### src/acd_pkg.sv
// Package for the aperture delay and sync register slice.
// Assumes APB with 32-bit data; registers sit in the low 16 bits of each word.
package acd_pkg;
  // Printed offsets are not all multiples of four: they are word indices
  localparam logic [3:0]  IDX_COARSE   = 4'hC;
  localparam logic [3:0]  IDX_FINE     = 4'hD;
  localparam logic [3:0]  IDX_SYNC     = 4'hE;
  localparam logic [3:0]  IDX_RSVD     = 4'hF;
  localparam int          ADDR_LSB     = 2;
  localparam int          ADDR_W       = 6;
  localparam int          REG_W        = 16;

  localparam logic [15:0] RST_COARSE   = 16'h0004;
  localparam logic [15:0] RST_FINE     = 16'h0000;
  localparam logic [15:0] RST_SYNC     = 16'h0003;
  localparam logic [15:0] RST_RSVD     = 16'h0018;

  // Field positions
  localparam int          COARSE_MAG_HI = 15;
  localparam int          COARSE_MAG_LO = 4;
  localparam int          ADJ_SEL_BIT   = 3;
  localparam int          DUTY_EN_BIT   = 2;
  localparam int          FINE_MAG_HI   = 15;
  localparam int          FINE_MAG_LO   = 10;
  localparam int          REF_DLY_HI    = 15;
  localparam int          REF_DLY_LO    = 7;
  localparam int          PHASE_HI      = 4;
  localparam int          PHASE_LO      = 3;
  localparam int          SLAVE_BIT     = 2;
  localparam int          REF_OFF_BIT   = 1;
  localparam int          RST_OFF_BIT   = 0;

  // Saturation codes
  localparam logic [11:0] COARSE_MAX   = 12'h97F;
  localparam logic [8:0]  REFDLY_MAX   = 9'h13F;

  // Reference clock output divider
  localparam logic [1:0]  DIV4_LAST    = 2'h3;
endpackage : acd_pkg

### src/acd_regs.sv
// Aperture delay, duty stabilizer and multi-device sync register slice.
// Assumes an APB master on core_clk; delay line controls go to analog blocks.
//
// Design decision made here: the APB register port.
module acd_regs
  import acd_pkg::*;
(
  input  wire logic              core_clk,
  input  wire logic              srst,
  input  wire logic              psel,
  input  wire logic              penable,
  input  wire logic              pwrite,
  input  wire logic [ADDR_W-1:0] paddr,
  input  wire logic [31:0]       pwdata,
  input  wire logic [3:0]        pstrb,
  output logic                   pready,
  output logic [31:0]            prdata,
  output logic                   pslverr,
  input  wire logic              output_clock_reset_in,
  output logic [11:0]            coarse_delay_code,
  output logic [5:0]             fine_delay_code,
  output logic                   aperture_adjust_sel,
  output logic                   duty_stabilizer_en,
  output logic [8:0]             ref_clock_delay,
  output logic [1:0]             ref_phase_sel,
  output logic                   slave_mode_en,
  output logic                   ref_clock_out_a,
  output logic                   ref_clock_out_b,
  output logic                   ref_clock_out_en,
  output logic                   outclk_reset
);

  // Control words as last accepted from the bus
  logic [REG_W-1:0] coarseCtrl_reg;
  logic [REG_W-1:0] fineCtrl_reg;
  logic [REG_W-1:0] syncCtrl_reg;
  logic [REG_W-1:0] rsvdWord_reg;
  logic [1:0]       divCnt_reg;
  logic             pinMeta_reg;
  logic             pinSync_reg;

  // Word index decode, shared by read and write paths
  function automatic logic hit(input logic [ADDR_W-1:0] a, input logic [3:0] idx);
    hit = (a[ADDR_W-1:ADDR_LSB] == idx);
  endfunction : hit

  // Byte lane merge, lanes without a strobe keep their old value
  function automatic logic [REG_W-1:0] merge(input logic [REG_W-1:0] old,
                                             input logic [REG_W-1:0] nw,
                                             input logic [REG_W-1:0] m);
    merge = (old & ~m) | (nw & m);
  endfunction : merge

  // Codes past the top step add no more delay
  function automatic logic [11:0] clampCoarse(input logic [11:0] code);
    clampCoarse = (code > COARSE_MAX) ? COARSE_MAX : code;
  endfunction : clampCoarse

  // Reference delay stays at its maximum from the top code on
  function automatic logic [8:0] clampRef(input logic [8:0] code);
    clampRef = (code > REFDLY_MAX) ? REFDLY_MAX : code;
  endfunction : clampRef

  // Bus phase decode
  wire logic              setupPhase  = psel && !penable;
  wire logic              accessPhase = psel && penable;
  wire logic              wrAccess    = accessPhase && pwrite;
  wire logic              selCoarse   = hit(paddr, IDX_COARSE);
  wire logic              selFine     = hit(paddr, IDX_FINE);
  wire logic              selSync     = hit(paddr, IDX_SYNC);
  wire logic              selRsvd     = hit(paddr, IDX_RSVD);
  wire logic              mapped      = selCoarse || selFine || selSync || selRsvd;
  wire logic [REG_W-1:0]  byteMask    = {{8{pstrb[1]}}, {8{pstrb[0]}}};

  // Writes land only at the access edge, the one the master completes on
  wire logic              wrCoarse    = wrAccess && selCoarse;
  wire logic              wrFine      = wrAccess && selFine;
  wire logic              wrSync      = wrAccess && selSync;
  wire logic              wrRsvd      = wrAccess && selRsvd;

  wire logic [REG_W-1:0]  coarseCtrl_next = wrCoarse
                                            ? merge(coarseCtrl_reg, pwdata[REG_W-1:0], byteMask)
                                            : coarseCtrl_reg;
  wire logic [REG_W-1:0]  fineCtrl_next   = wrFine
                                            ? merge(fineCtrl_reg, pwdata[REG_W-1:0], byteMask)
                                            : fineCtrl_reg;
  wire logic [REG_W-1:0]  syncCtrl_next   = wrSync
                                            ? merge(syncCtrl_reg, pwdata[REG_W-1:0], byteMask)
                                            : syncCtrl_reg;
  wire logic [REG_W-1:0]  rsvdWord_next   = wrRsvd
                                            ? merge(rsvdWord_reg, pwdata[REG_W-1:0], byteMask)
                                            : rsvdWord_reg;

  // Reserved bits stored as written; keeping them clean is the host's job
  always_ff @(posedge core_clk)
  begin
    if (srst)
    begin
      coarseCtrl_reg <= RST_COARSE;
    end
    else
    begin
      coarseCtrl_reg <= coarseCtrl_next;
    end
  end

  always_ff @(posedge core_clk)
  begin
    if (srst)
    begin
      fineCtrl_reg <= RST_FINE;
    end
    else
    begin
      fineCtrl_reg <= fineCtrl_next;
    end
  end

  always_ff @(posedge core_clk)
  begin
    if (srst)
    begin
      syncCtrl_reg <= RST_SYNC;
    end
    else
    begin
      syncCtrl_reg <= syncCtrl_next;
    end
  end

  always_ff @(posedge core_clk)
  begin
    if (srst)
    begin
      rsvdWord_reg <= RST_RSVD;
    end
    else
    begin
      rsvdWord_reg <= rsvdWord_next;
    end
  end

  // Read data picked in setup, so it stands with pready in the access cycle
  wire logic [REG_W-1:0]  rdSel  = selCoarse ? coarseCtrl_reg :
                                   selFine   ? fineCtrl_reg   :
                                   selSync   ? syncCtrl_reg   :
                                   selRsvd   ? rsvdWord_reg   : 16'h0000;
  wire logic [31:0]       rdWord = {16'h0000, rdSel};

  // No wait state: pready is raised for the access cycle only
  always_ff @(posedge core_clk)
  begin
    if (srst)
    begin
      pready <= 1'b0;
    end
    else
    begin
      pready <= setupPhase;
    end
  end

  always_ff @(posedge core_clk)
  begin
    if (srst)
    begin
      pslverr <= 1'b0;
    end
    else
    begin
      pslverr <= setupPhase && !mapped;
    end
  end

  always_ff @(posedge core_clk)
  begin
    if (srst)
    begin
      prdata <= 32'h0000_0000;
    end
    else
    begin
      prdata <= (setupPhase && !pwrite) ? rdWord : 32'h0000_0000;
    end
  end

  // Fields of the stored words
  wire logic [11:0] coarseMag = coarseCtrl_reg[COARSE_MAG_HI:COARSE_MAG_LO];
  wire logic [5:0]  fineMag   = fineCtrl_reg[FINE_MAG_HI:FINE_MAG_LO];
  wire logic [8:0]  refDelay  = syncCtrl_reg[REF_DLY_HI:REF_DLY_LO];
  wire logic        adjustOn  = coarseCtrl_reg[ADJ_SEL_BIT];
  wire logic        refOutOn  = !syncCtrl_reg[REF_OFF_BIT];
  wire logic        rstGateOn = !syncCtrl_reg[RST_OFF_BIT];

  // Next values of the registered controls
  wire logic [11:0] coarseDelay_next = adjustOn ? clampCoarse(coarseMag) : 12'h000;
  wire logic [5:0]  fineDelay_next   = adjustOn ? fineMag : 6'h00;
  wire logic        adjustSel_next   = adjustOn;
  wire logic        dutyEn_next      = coarseCtrl_reg[DUTY_EN_BIT];
  wire logic [8:0]  refDelay_next    = clampRef(refDelay);
  wire logic [1:0]  phaseSel_next    = syncCtrl_reg[PHASE_HI:PHASE_LO];
  wire logic        slaveMode_next   = syncCtrl_reg[SLAVE_BIT];
  wire logic        refClkA_next     = refOutOn && divCnt_reg[1];
  wire logic        refClkB_next     = refOutOn && divCnt_reg[1];
  wire logic        refOutEn_next    = refOutOn;
  wire logic        outclkRst_next   = rstGateOn && pinSync_reg;

  // Stand-in for the sampling clock divider; free running by design
  always_ff @(posedge core_clk)
  begin
    if (srst)
    begin
      divCnt_reg <= 2'h0;
    end
    else
    begin
      divCnt_reg <= divCnt_reg + 2'h1;
    end
  end

  // Pin input, two flops; only the second is read
  always_ff @(posedge core_clk)
  begin
    if (srst)
      pinMeta_reg <= 1'b0;
    else
      pinMeta_reg <= output_clock_reset_in;
  end

  always_ff @(posedge core_clk)
  begin
    if (srst)
      pinSync_reg <= 1'b0;
    else
      pinSync_reg <= pinMeta_reg;
  end

  // Controls are registered so the analog side sees no glitch
  // Aperture delay
  always_ff @(posedge core_clk)
  begin
    if (srst)
      coarse_delay_code <= 12'h000;
    else
      coarse_delay_code <= coarseDelay_next;
  end

  always_ff @(posedge core_clk)
  begin
    if (srst)
      fine_delay_code <= 6'h00;
    else
      fine_delay_code <= fineDelay_next;
  end

  always_ff @(posedge core_clk)
  begin
    if (srst)
      aperture_adjust_sel <= 1'b0;
    else
      aperture_adjust_sel <= adjustSel_next;
  end

  // Duty stabilizer, on out of reset
  always_ff @(posedge core_clk)
  begin
    if (srst)
      duty_stabilizer_en <= 1'b1;
    else
      duty_stabilizer_en <= dutyEn_next;
  end

  // Reference clock input path
  always_ff @(posedge core_clk)
  begin
    if (srst)
      ref_clock_delay <= 9'h000;
    else
      ref_clock_delay <= refDelay_next;
  end

  always_ff @(posedge core_clk)
  begin
    if (srst)
      ref_phase_sel <= 2'h0;
    else
      ref_phase_sel <= phaseSel_next;
  end

  always_ff @(posedge core_clk)
  begin
    if (srst)
      slave_mode_en <= 1'b0;
    else
      slave_mode_en <= slaveMode_next;
  end

  // Reference clock outputs; mode is ignored on purpose
  always_ff @(posedge core_clk)
  begin
    if (srst)
      ref_clock_out_a <= 1'b0;
    else
      ref_clock_out_a <= refClkA_next;
  end

  always_ff @(posedge core_clk)
  begin
    if (srst)
      ref_clock_out_b <= 1'b0;
    else
      ref_clock_out_b <= refClkB_next;
  end

  always_ff @(posedge core_clk)
  begin
    if (srst)
      ref_clock_out_en <= 1'b0;
    else
      ref_clock_out_en <= refOutEn_next;
  end

  // Output clock reset, gated pin
  always_ff @(posedge core_clk)
  begin
    if (srst)
      outclk_reset <= 1'b0;
    else
      outclk_reset <= outclkRst_next;
  end

endmodule : acd_regs

### config.mk
export PLATFORM = sky130hd
export DESIGN_NAME = acd_regs
export DESIGN_NICKNAME = d
export VERILOG_FILES = /design/src/acd_pkg.sv /design/src/acd_regs.sv
export SDC_FILE = /design/constraint.sdc
export NUM_CORES = 1
export LEC_CHECK = 0
export BUFFER_PORTS_ARGS = -buffer_cell sky130_fd_sc_hd__buf_4
export CORE_UTILIZATION = 35
export CTS_CLUSTER_SIZE = 12
export DETAILED_ROUTE_END_ITERATION = 10
export GPL_ROUTABILITY_DRIVEN = 1
export SLEW_MARGIN = 40
export SYNTH_ARGS = -nofsm -noshare
export SYNTH_HDL_FRONTEND = slang
export SYNTH_SLANG_ARGS = --single-unit
export TNS_END_PERCENT = 100
### constraint.sdc
create_clock -name core_clk -period 4.3 [get_ports core_clk]
set_input_delay 0.645 -clock core_clk [delete_from_list [all_inputs] [get_ports core_clk]]
set_output_delay 0.645 -clock core_clk [all_outputs]
set_load 0.01 [all_outputs]
==> metrics, run 1 <==
outcome=finished clean; share of layout cells above drive strength 1=0.259; routed wirelength normalized by instance count=between 15 and 20 µm; CP arrival=~2.5 ns; Port Buffers=81; Clock Pin Slew Worst Setup and Hold Paths=0.05 ns; Initial Util=0.358; Critical Path RT=4.63 ns; DRT Wirelength=11.3 mm; number of global-route vias before repair=approximately 3.4k; antenna violations before repair=0; pin count of the biggest net entering global routing=100; filler instances=roughly 1.3k; number of hold buffers added after cts=0; reg2reg setup slack=around 3.0 ns; maxcap violations=0; Worst Clk Skew=between 0.007 and 0.008 ns; Root Driver=clkbuf_16; dpl ws=1.60 ns; Seq cells post-synth=around 120; Avg Vias per Cell=about 4.8; setup violators final=0; normalized max-slew margin=0.444; GPL Wtd Cong=0.759; post-synth cell types=32; first drt pass iteration count=4; WHS=between 0.4 and 0.5 ns; Achievable Freq=approximately 460 MHz; all-layer global routing usage=0.166; Finished Core Util=0.451; Ys Warns=0; I/O pins=~120; highest-count cells in the layout ignoring fill and taps=121 x dfxtp_1, 84 x buf_4, 59 x nand2b_1, 48 x mux2i_1, 24 x nor2_1; CP Capture Type=flop; Crit Path Class=input port to flop; register area=approximately 2400 µm²; Skew-Pair Late Insertion Delay=between 0.4 and 0.5 ns; Cell Area, Synth=around 4700 µm²; Post-synth EDFFs=0; ANT nets after route=0; most common cell after layout, fill and taps aside=dfxtp_1; TritonCTS clock tree=done; DRC=0; Post CTS Setup Buffer Count=0; die area=between 10000 and 15000 µm²; overflow left after global routing=0; final hold vios=0; worst-path fanout max=99; Final Max Tran Viols=0; register area share after synthesis=0.510; Rows=42; Pwr Density=440 nW/µm²; die height=118 µm; Clock Tree Buf Depth=2; dpl hpwl=between 7 and 8 mm; Worst setup SP type=input port; Die X=118 µm; first-pass GRT wire length=17.7 mm; Core Region=~13000 µm²; synthesized instance count=approximately 450; Diodes inserted=0; CTS sink count=about 120; leakage=approximately 0.0025 µW; final period utilization=0.505; DRT iter0 DRCs=190; Period minus WS final=2.17 ns; H-tree Lvls=4; worst hold path class=flop to flop; routed vias=3446; final worst-path setup slack=between 2 and 2.5 ns; maximum vdd drop=between 200 and 300 µV; setup TNS=0 ns; CTS Buf Count=17; Post-synth ARST share=0; Resized Gates After CTS=0; NumNets Final=571; Avg Synthesized Cell Area=around 11 µm²; worst slew pin tran=between 0.8 and 0.9 ns; Syn-to-layout area delta=25.9%; Multi-input gate area=between 2000 and 2500 µm²; Main synth FF type=dfxtp_1; unrepaired setup endpoints after global routing=no
==> path summary, 6_finish.rpt <==
kind | from | endpoint | depth (start not counted)
setup / recovery | srst | prdata[10]$_SDFF_PP0_ | 6
hold / removal | pinSync_reg$_SDFF_PP0_ | outclk_reset$_SDFF_PP0_ | 1
setup reg to reg | flop | coarse_delay_code[0]$_SDFF_PP0_ | 3
hold reg to reg | pinSync_reg$_SDFF_PP0_ | outclk_reset$_SDFF_PP0_ | 1
==> Yosys cell counts (all sizes together) (6+ instances only) <==
| master | n | area share |
|---|---|---|
| a22oi | 16 | 0.025 |
| mux2 | 16 | 0.038 |
| buf | 27 | 0.042 |
| dfxtp | 121 | 0.51 |
| o21a | 9 | 0.014 |
| mux2i | 48 | 0.10 |
| nor3b | 6 | 0.0095 |
| inv | 6 | 0.0047 |
| o2bb2ai | 16 | 0.030 |
| a21oi | 16 | 0.017 |
| and2 | 11 | 0.015 |
| nand3 | 18 | 0.019 |
| o21ai | 16 | 0.017 |
| nor2 | 24 | 0.019 |
| clkbuf | 20 | 0.016 |
| nand2b | 59 | 0.078 |
==> critical path: stages <==
cell	delay [ns]
buf_6	0.24
or4b_4	0.62
nor4_4	0.40
buf_4	0.26
buf_4	0.17
o2bb2ai_1	0.12
==> area by class of cell <==
class | instances | share of cell area
Clock buffer | 18 | 0.0718
Clock inverter | 14 | 0.0262
Inverter | 6 | 0.00377
Multi-Input combinational cell | 292 | 0.349
Sequential cell | 121 | 0.405
Tap cell | 176 | 0.0369
Timing Repair Buffer | 85 | 0.107
==> metal layers <==
metal,part of all wire,global-route usage
met2,0.47,0.260
met4,0.014,0.0633
met5,0,0
met3,0.058,0.0531
met1,0.46,0.212
==> power breakdown <==
part | internal, µW | switching (µW)
combinational | 39.9 | 63.0
clock | 902 | 496
sequential | 1130 | 2.41
==> kinds of logic (layout without fill, tap and decap cells) <==
family / count (synthesis) / in the layout / share of synthesized area
AOI/OAI and AO/OA: 74 / 74 / 0.104
and+or+nand+nor: 137 / 137 / 0.180
buffers and inverters: 53 / 123 / 0.0630
muxes: 64 / 64 / 0.139
other: 1 / 16 / 0.000790
DFF: 121 / 121 / 0.510
xor gates and xnor gates: 1 / 1 / 0.00185
==> through the flow <==
| step | instances | power (µW) | area, µm² |
|---|---|---|---|
| after CTS | 711 | 2660 | 5960 |
| after detailed placement | 679 | 1260 | 5380 |
| after floorplan | 466 | 1230 | 4800 |
| after global placement | 677 | 1250 | 5360 |
| after global routing | 712 | 2710 | 5980 |
| final | 712 | 2630 | 5980 |
Note: power is estimated with default switching activity, not from simulation.
==> run 2: changes to the inputs <==
clock period = 2.1 ns   (was 4.3 ns; I/O delays follow)
==> run 2 against run 1 <==
  * Cell count up 1.8%
  * Die area unchanged
  * Non-clock buffer count up 15
  * Setup slack worse by 1.3 ns
  * Sequential share of layout area down 0.63 points
  * Clock skew up 0.0043 ns
  * Combinational power up 120%
  * First-iteration DRC count up 14%
  * Total power up 100%
  * Hold slack worse by 0.30 ns
  * Sequential power up 100%
==> metrics, run 2 (same netlist as run 1, synthesis figures left out) <==
outcome=finished clean; WP depth=3 (-3); CP delay by family, top=buffers and inverters; DRT iter0 DRCs=217 (+14%); TritonCTS clock tree=done; worst-path cell chain=nand2b_1 -> inv_1 -> o21a_1; Diodes inserted=0 (unchanged); die area=14000 µm² (unchanged); DRT Wirelength=11.6 mm (+3.3%); worst-path fanout max=16 (-84%); CP Capture Type=flop; Avg Vias per Cell=4.83 (-0.17%); final hold vios=0 (unchanged); final period utilization=0.620; routed vias=3503 (+1.7%); GPL Wtd Cong=0.779 (+2.7%); ANT nets after route=0 (unchanged); number of hold buffers added after cts=0 (unchanged); maximum vdd drop=566 µV (+110%); WHS=0.127 ns (-0.297 ns); reg2reg end=coarse_delay_code[8]$_SDFF_PP0_; WP buf/inv=1 (-2); dpl hpwl=7.72 mm (+7.0%); Clock Tree Buf Depth=2 (unchanged); highest-count cells in the layout ignoring fill and taps=121 x dfxtp_1, 99 x buf_4, 59 x nand2b_1, 48 x mux2i_1, 24 x nor2_1; worst slew pin tran=0.580 ns (-0.248 ns); Resized Gates After CTS=0 (unchanged); routed wirelength normalized by instance count=16.0 µm (+1.4%); Post CTS Setup Buffer Count=0 (unchanged); pin count of the biggest net entering global routing=98 (-2.0%); Syn-to-layout area delta=27.9%; Port Buffers=81 (unchanged); Worst Reg-to-Reg Cells=3 (unchanged); Skew-Pair Late Insertion Delay=0.41 ns (about the same); all-layer global routing usage=0.172 (+0.00638); Final Max Tran Viols=0 (unchanged); normalized max-slew margin=0.613 (+0.169); WHS Endpoint=pinMeta_reg$_SDFF_PP0_; Critical Path RT=2.43 ns (-2.20 ns); setup TNS=0 ns (unchanged); DRC=0 (unchanged); CP max stage delay=0.49 ns (-0.13 ns); Die X=118 µm (unchanged); Achievable Freq=roughly 770 MHz; number of global-route vias before repair=3487 (+4.1%); I/O pins=118 (unchanged); Clock Pin Slew Worst Setup and Hold Paths=0.05 ns (about the same); first-pass GRT wire length=18.4 mm (+3.9%); die height=118 µm (unchanged); first drt pass iteration count=4 (unchanged); slowest CP cell=inv_1; Root Driver=clkbuf_16; Rows=42 (unchanged); NumNets Final=586 (+2.6%); Worst Clk Skew=0.0122 ns (+0.00434 ns); setup violators final=0 (unchanged); H-tree Lvls=4 (unchanged); Core Region=13200 µm² (unchanged); overflow left after global routing=0 (unchanged); worst hold path class=input port to flop; share of layout cells above drive strength 1=0.273 (+0.0139); reg2reg setup slack=0.80 ns (-2.20 ns); CTS sink count=121 (unchanged); maxcap violations=0 (unchanged); leakage=0.00260 µW (+2.7%); unrepaired setup endpoints after global routing=no; CTS Buf Count=17 (unchanged); antenna violations before repair=0 (unchanged); Pwr Density=876 nW/µm² (+99%); CP arrival=1.64 ns (-0.86 ns); hold path depth=2 (+1); Initial Util=0.358 (unchanged); min-delay src=output_clock_reset_in; most common cell after layout, fill and taps aside=dfxtp_1; Crit Path Class=flop to flop; Period minus WS final=about 1.3 ns; Worst setup SP type=flop
## run 2: through the flow
step	cell area (µm²)	cells	total power [µW]	util	setup WS [ns]
floorplan	4800	466	2510	-	0.475
global placement	5500	695	2580	0.415	0.434
detailed placement	5500	695	2580	0.415	0.396
CTS	6070	725	5360	0.458	0.793
global route	6070	725	5490	0.458	0.735
finish	6070	725	5320	0.458	0.797
## run 2: per-layer routing
| layer | up-vias | wire length [µm] | GRT usage |
|---|---|---|---|
| met3 | 7 | 673 | 0.0536 |
| li1 | 1708 | - | - |
| met4 | 0 | 108 | 0.0570 |
| met5 | - | 0 | 0 |
| met2 | 112 | 5440 | 0.274 |
| met1 | 1676 | 5400 | 0.221 |
## run 2: how the worst max path moves through the flow
| stage | end | slack (ns) |
|---|---|---|
| after floorplan | prdata[10]$_SDFF_PP0_ | 0.47 |
| after detailed placement | flop | 0.40 |
| after CTS | coarse_delay_code[8]$_SDFF_PP0_ | 0.79 |
| final | coarse_delay_code[8]$_SDFF_PP0_ | 0.80 |
| after global routing | flop | 0.73 |
| after global placement | flop | 0.43 |
## run 2: final cells by class
type	instances	area [µm²]
Timing Repair Buffer	100	754
Inverter	6	22.5
Sequential cell	121	2420
Clock buffer	22	474
Multi-Input combinational cell	292	2080
Tap cell	176	220
Fill cell	1289	7170
Clock inverter	8	96.3
## run 2: report_power, final
group / switching (µW) / total (µW) / internal [µW]
combinational: 132 / 222 / 89.6
clock: 964 / 2780 / 1820
sequential: 5.00 / 2310 / 2310
total: 1100 / 5320 / 4220
==> run 3: changes to the inputs <==
clock period = 1.2 ns   (was 2.1 ns; I/O delays follow)
==> run 3 against run 2 <==
  * Die area stayed put
  * Clock power is 92% higher
  * Critical path depth is 2 higher
  * Register-to-register slack worse by 0.69 ns
  * Via count is 1.8% higher
  * Flip-flop and latch count stayed put
  * Wire length is 3.7% higher
  * Highest routed layer unchanged
==> metrics, run 3 (same netlist as run 1, synthesis figures left out) <==
DRT Wirelength=12.0 mm (+3.7%); maximum vdd drop=969 µV (+71%); Multi-input gate area=2100 µm² (+0.78%); setup violators final=0 (unchanged); reg2reg setup slack=0.11 ns (-0.69 ns); Core Region=13200 µm² (unchanged); share of layout cells above drive strength 1=0.313 (+0.0393); reg2reg end=coarse_delay_code[7]$_SDFF_PP0_; highest-count cells in the layout ignoring fill and taps=121 x dfxtp_1, 115 x buf_4, 59 x nand2b_1, 48 x mux2i_1, 24 x nor2_1; leakage=0.00277 µW (+6.5%); final period utilization=0.931; die area=14000 µm² (unchanged); Skew-Pair Late Insertion Delay=0.41 ns (about the same); Finished Core Util=0.487 (+0.0282); Final Max Tran Viols=0 (unchanged); Root Driver=clkbuf_16; Period minus WS final=approximately 1.1 ns; Worst Reg-to-Reg Cells=3 (unchanged); filler instances=1218 (-5.5%); routed vias=3566 (+1.8%); Diodes inserted=0 (unchanged); worst-path fanout max=16 (unchanged); unrepaired setup endpoints after global routing=no; Port Buffers=81 (unchanged); CTS Buf Count=17 (unchanged); Critical Path RT=1.54 ns (-0.89 ns); Initial Util=0.358 (unchanged); Achievable Freq=about 900 MHz; most common cell after layout, fill and taps aside=dfxtp_1; Crit Path Class=input port to flop; all-layer global routing usage=0.178 (+0.00600); setup TNS=0 ns (unchanged); NumNets Final=611 (+4.3%); final hold vios=0 (unchanged); cell count after placement=719 (+3.5%); Worst Clk Skew=0.0124 ns (+0.000149 ns); CP Capture Type=flop; CP arrival=1.46 ns (-0.18 ns); routed wirelength normalized by instance count=16.0 µm (about the same); DRT iter0 DRCs=210 (-3.2%); hold path depth=3 (+1); register area=2420 µm² (unchanged); die height=118 µm (unchanged); dpl hpwl=8.27 mm (+7.1%); antenna violations before repair=0 (unchanged); Worst setup SP type=input port; H-tree Lvls=4 (unchanged); total power=9830 µW (+85%); DRC=0 (unchanged); final worst-path setup slack=0.0833 ns (-0.714 ns); Avg Vias per Cell=4.74 (-1.9%); final cell count without fillers=752 (+3.7%); Syn-to-layout area delta=35.8%; outcome=finished clean; min-delay src=pwdata[12]; Post CTS Setup Buffer Count=0 (unchanged); TritonCTS clock tree=done; first-pass GRT wire length=19.4 mm (+5.7%); Clock Tree Buf Depth=2 (unchanged); Pwr Density=1530 nW/µm² (+74%); Rows=42 (unchanged); I/O pins=118 (unchanged); CTS sink count=121 (unchanged); first drt pass iteration count=4 (unchanged); pin count of the biggest net entering global routing=49 (-50%); Clock Pin Slew Worst Setup and Hold Paths=0.06 ns (about the same); number of global-route vias before repair=3642 (+4.4%); ANT nets after route=0 (unchanged); worst hold path class=input port to flop; dpl ws=-0.328 ns (-0.724 ns); GPL Wtd Cong=0.828 (+6.3%); overflow left after global routing=0 (unchanged); Die X=118 µm (unchanged); maxcap violations=0 (unchanged)
==> run 3: worst max path at each step <==
stage                                                  to  cells past startpoint    from  slack (ns)
after detailed placement             prdata[0]$_SDFF_PP0_                      5  pwrite       -0.33
after global placement               prdata[1]$_SDFF_PP0_                      5  pwrite       -0.29
after CTS                 coarse_delay_code[7]$_SDFF_PP0_                      3    flop        0.07
after global routing                 prdata[0]$_SDFF_PP0_                      5  pwrite       0.008
after floorplan                     prdata[10]$_SDFF_PP0_                      6    srst       -0.24
final                                prdata[0]$_SDFF_PP0_                      5  pwrite        0.08
==> run 3: final cells by class <==
| type | instances | area share |
|---|---|---|
| multi-input combinational | 292 | 0.325 |
| sequential | 121 | 0.376 |
| clock inverter | 12 | 0.0250 |
| inverter | 6 | 0.00350 |
| clock buffer | 20 | 0.0724 |
| timing repair buffer | 125 | 0.163 |
| tap | 176 | 0.0342 |
==> run 3: critical path, cell delays in order <==
cell and delay (ns):
buf_4 0.11, or4b_4 0.56, or2_1 0.29, buf_12 0.17
o2bb2ai_1 0.15
==> run 3: where the power goes <==
part	internal, µW	leakage (µW)	switching [µW]
Sequential	4040	0.000976	8.39
Clock	3450	0.000300	1880
Combinational	209	0.00149	247
Total	7700	0.00277	2130
==> run 3: stage by stage <==
step | hold WS (ns) | cell area, µm²
after floorplan | 0.263 | 4840
after global placement | 0.393 | 5800
after detailed placement | 0.401 | 5800
after CTS | 0.0287 | 6440
after global routing | 0.0404 | 6440
final | 0.0318 | 6440
==> run 3: timing repair <==
item / 4_1_cts / 5_1_grt
gates resized for setup: 1 / 0
endpoints found under the setup margin: 9 / 0
hold buffers: 1 / 0
hold endpoints to repair: 1 / 0
==> run 3: per-layer routing <==
metal | GRT usage | vias up | wire, µm
li1 | - | 1761 | -
met5 | 0 | - | 0
met1 | 0.230 | 1704 | 5520
met4 | 0.0736 | 0 | 110
met2 | 0.285 | 93 | 5900
met3 | 0.0420 | 8 | 513
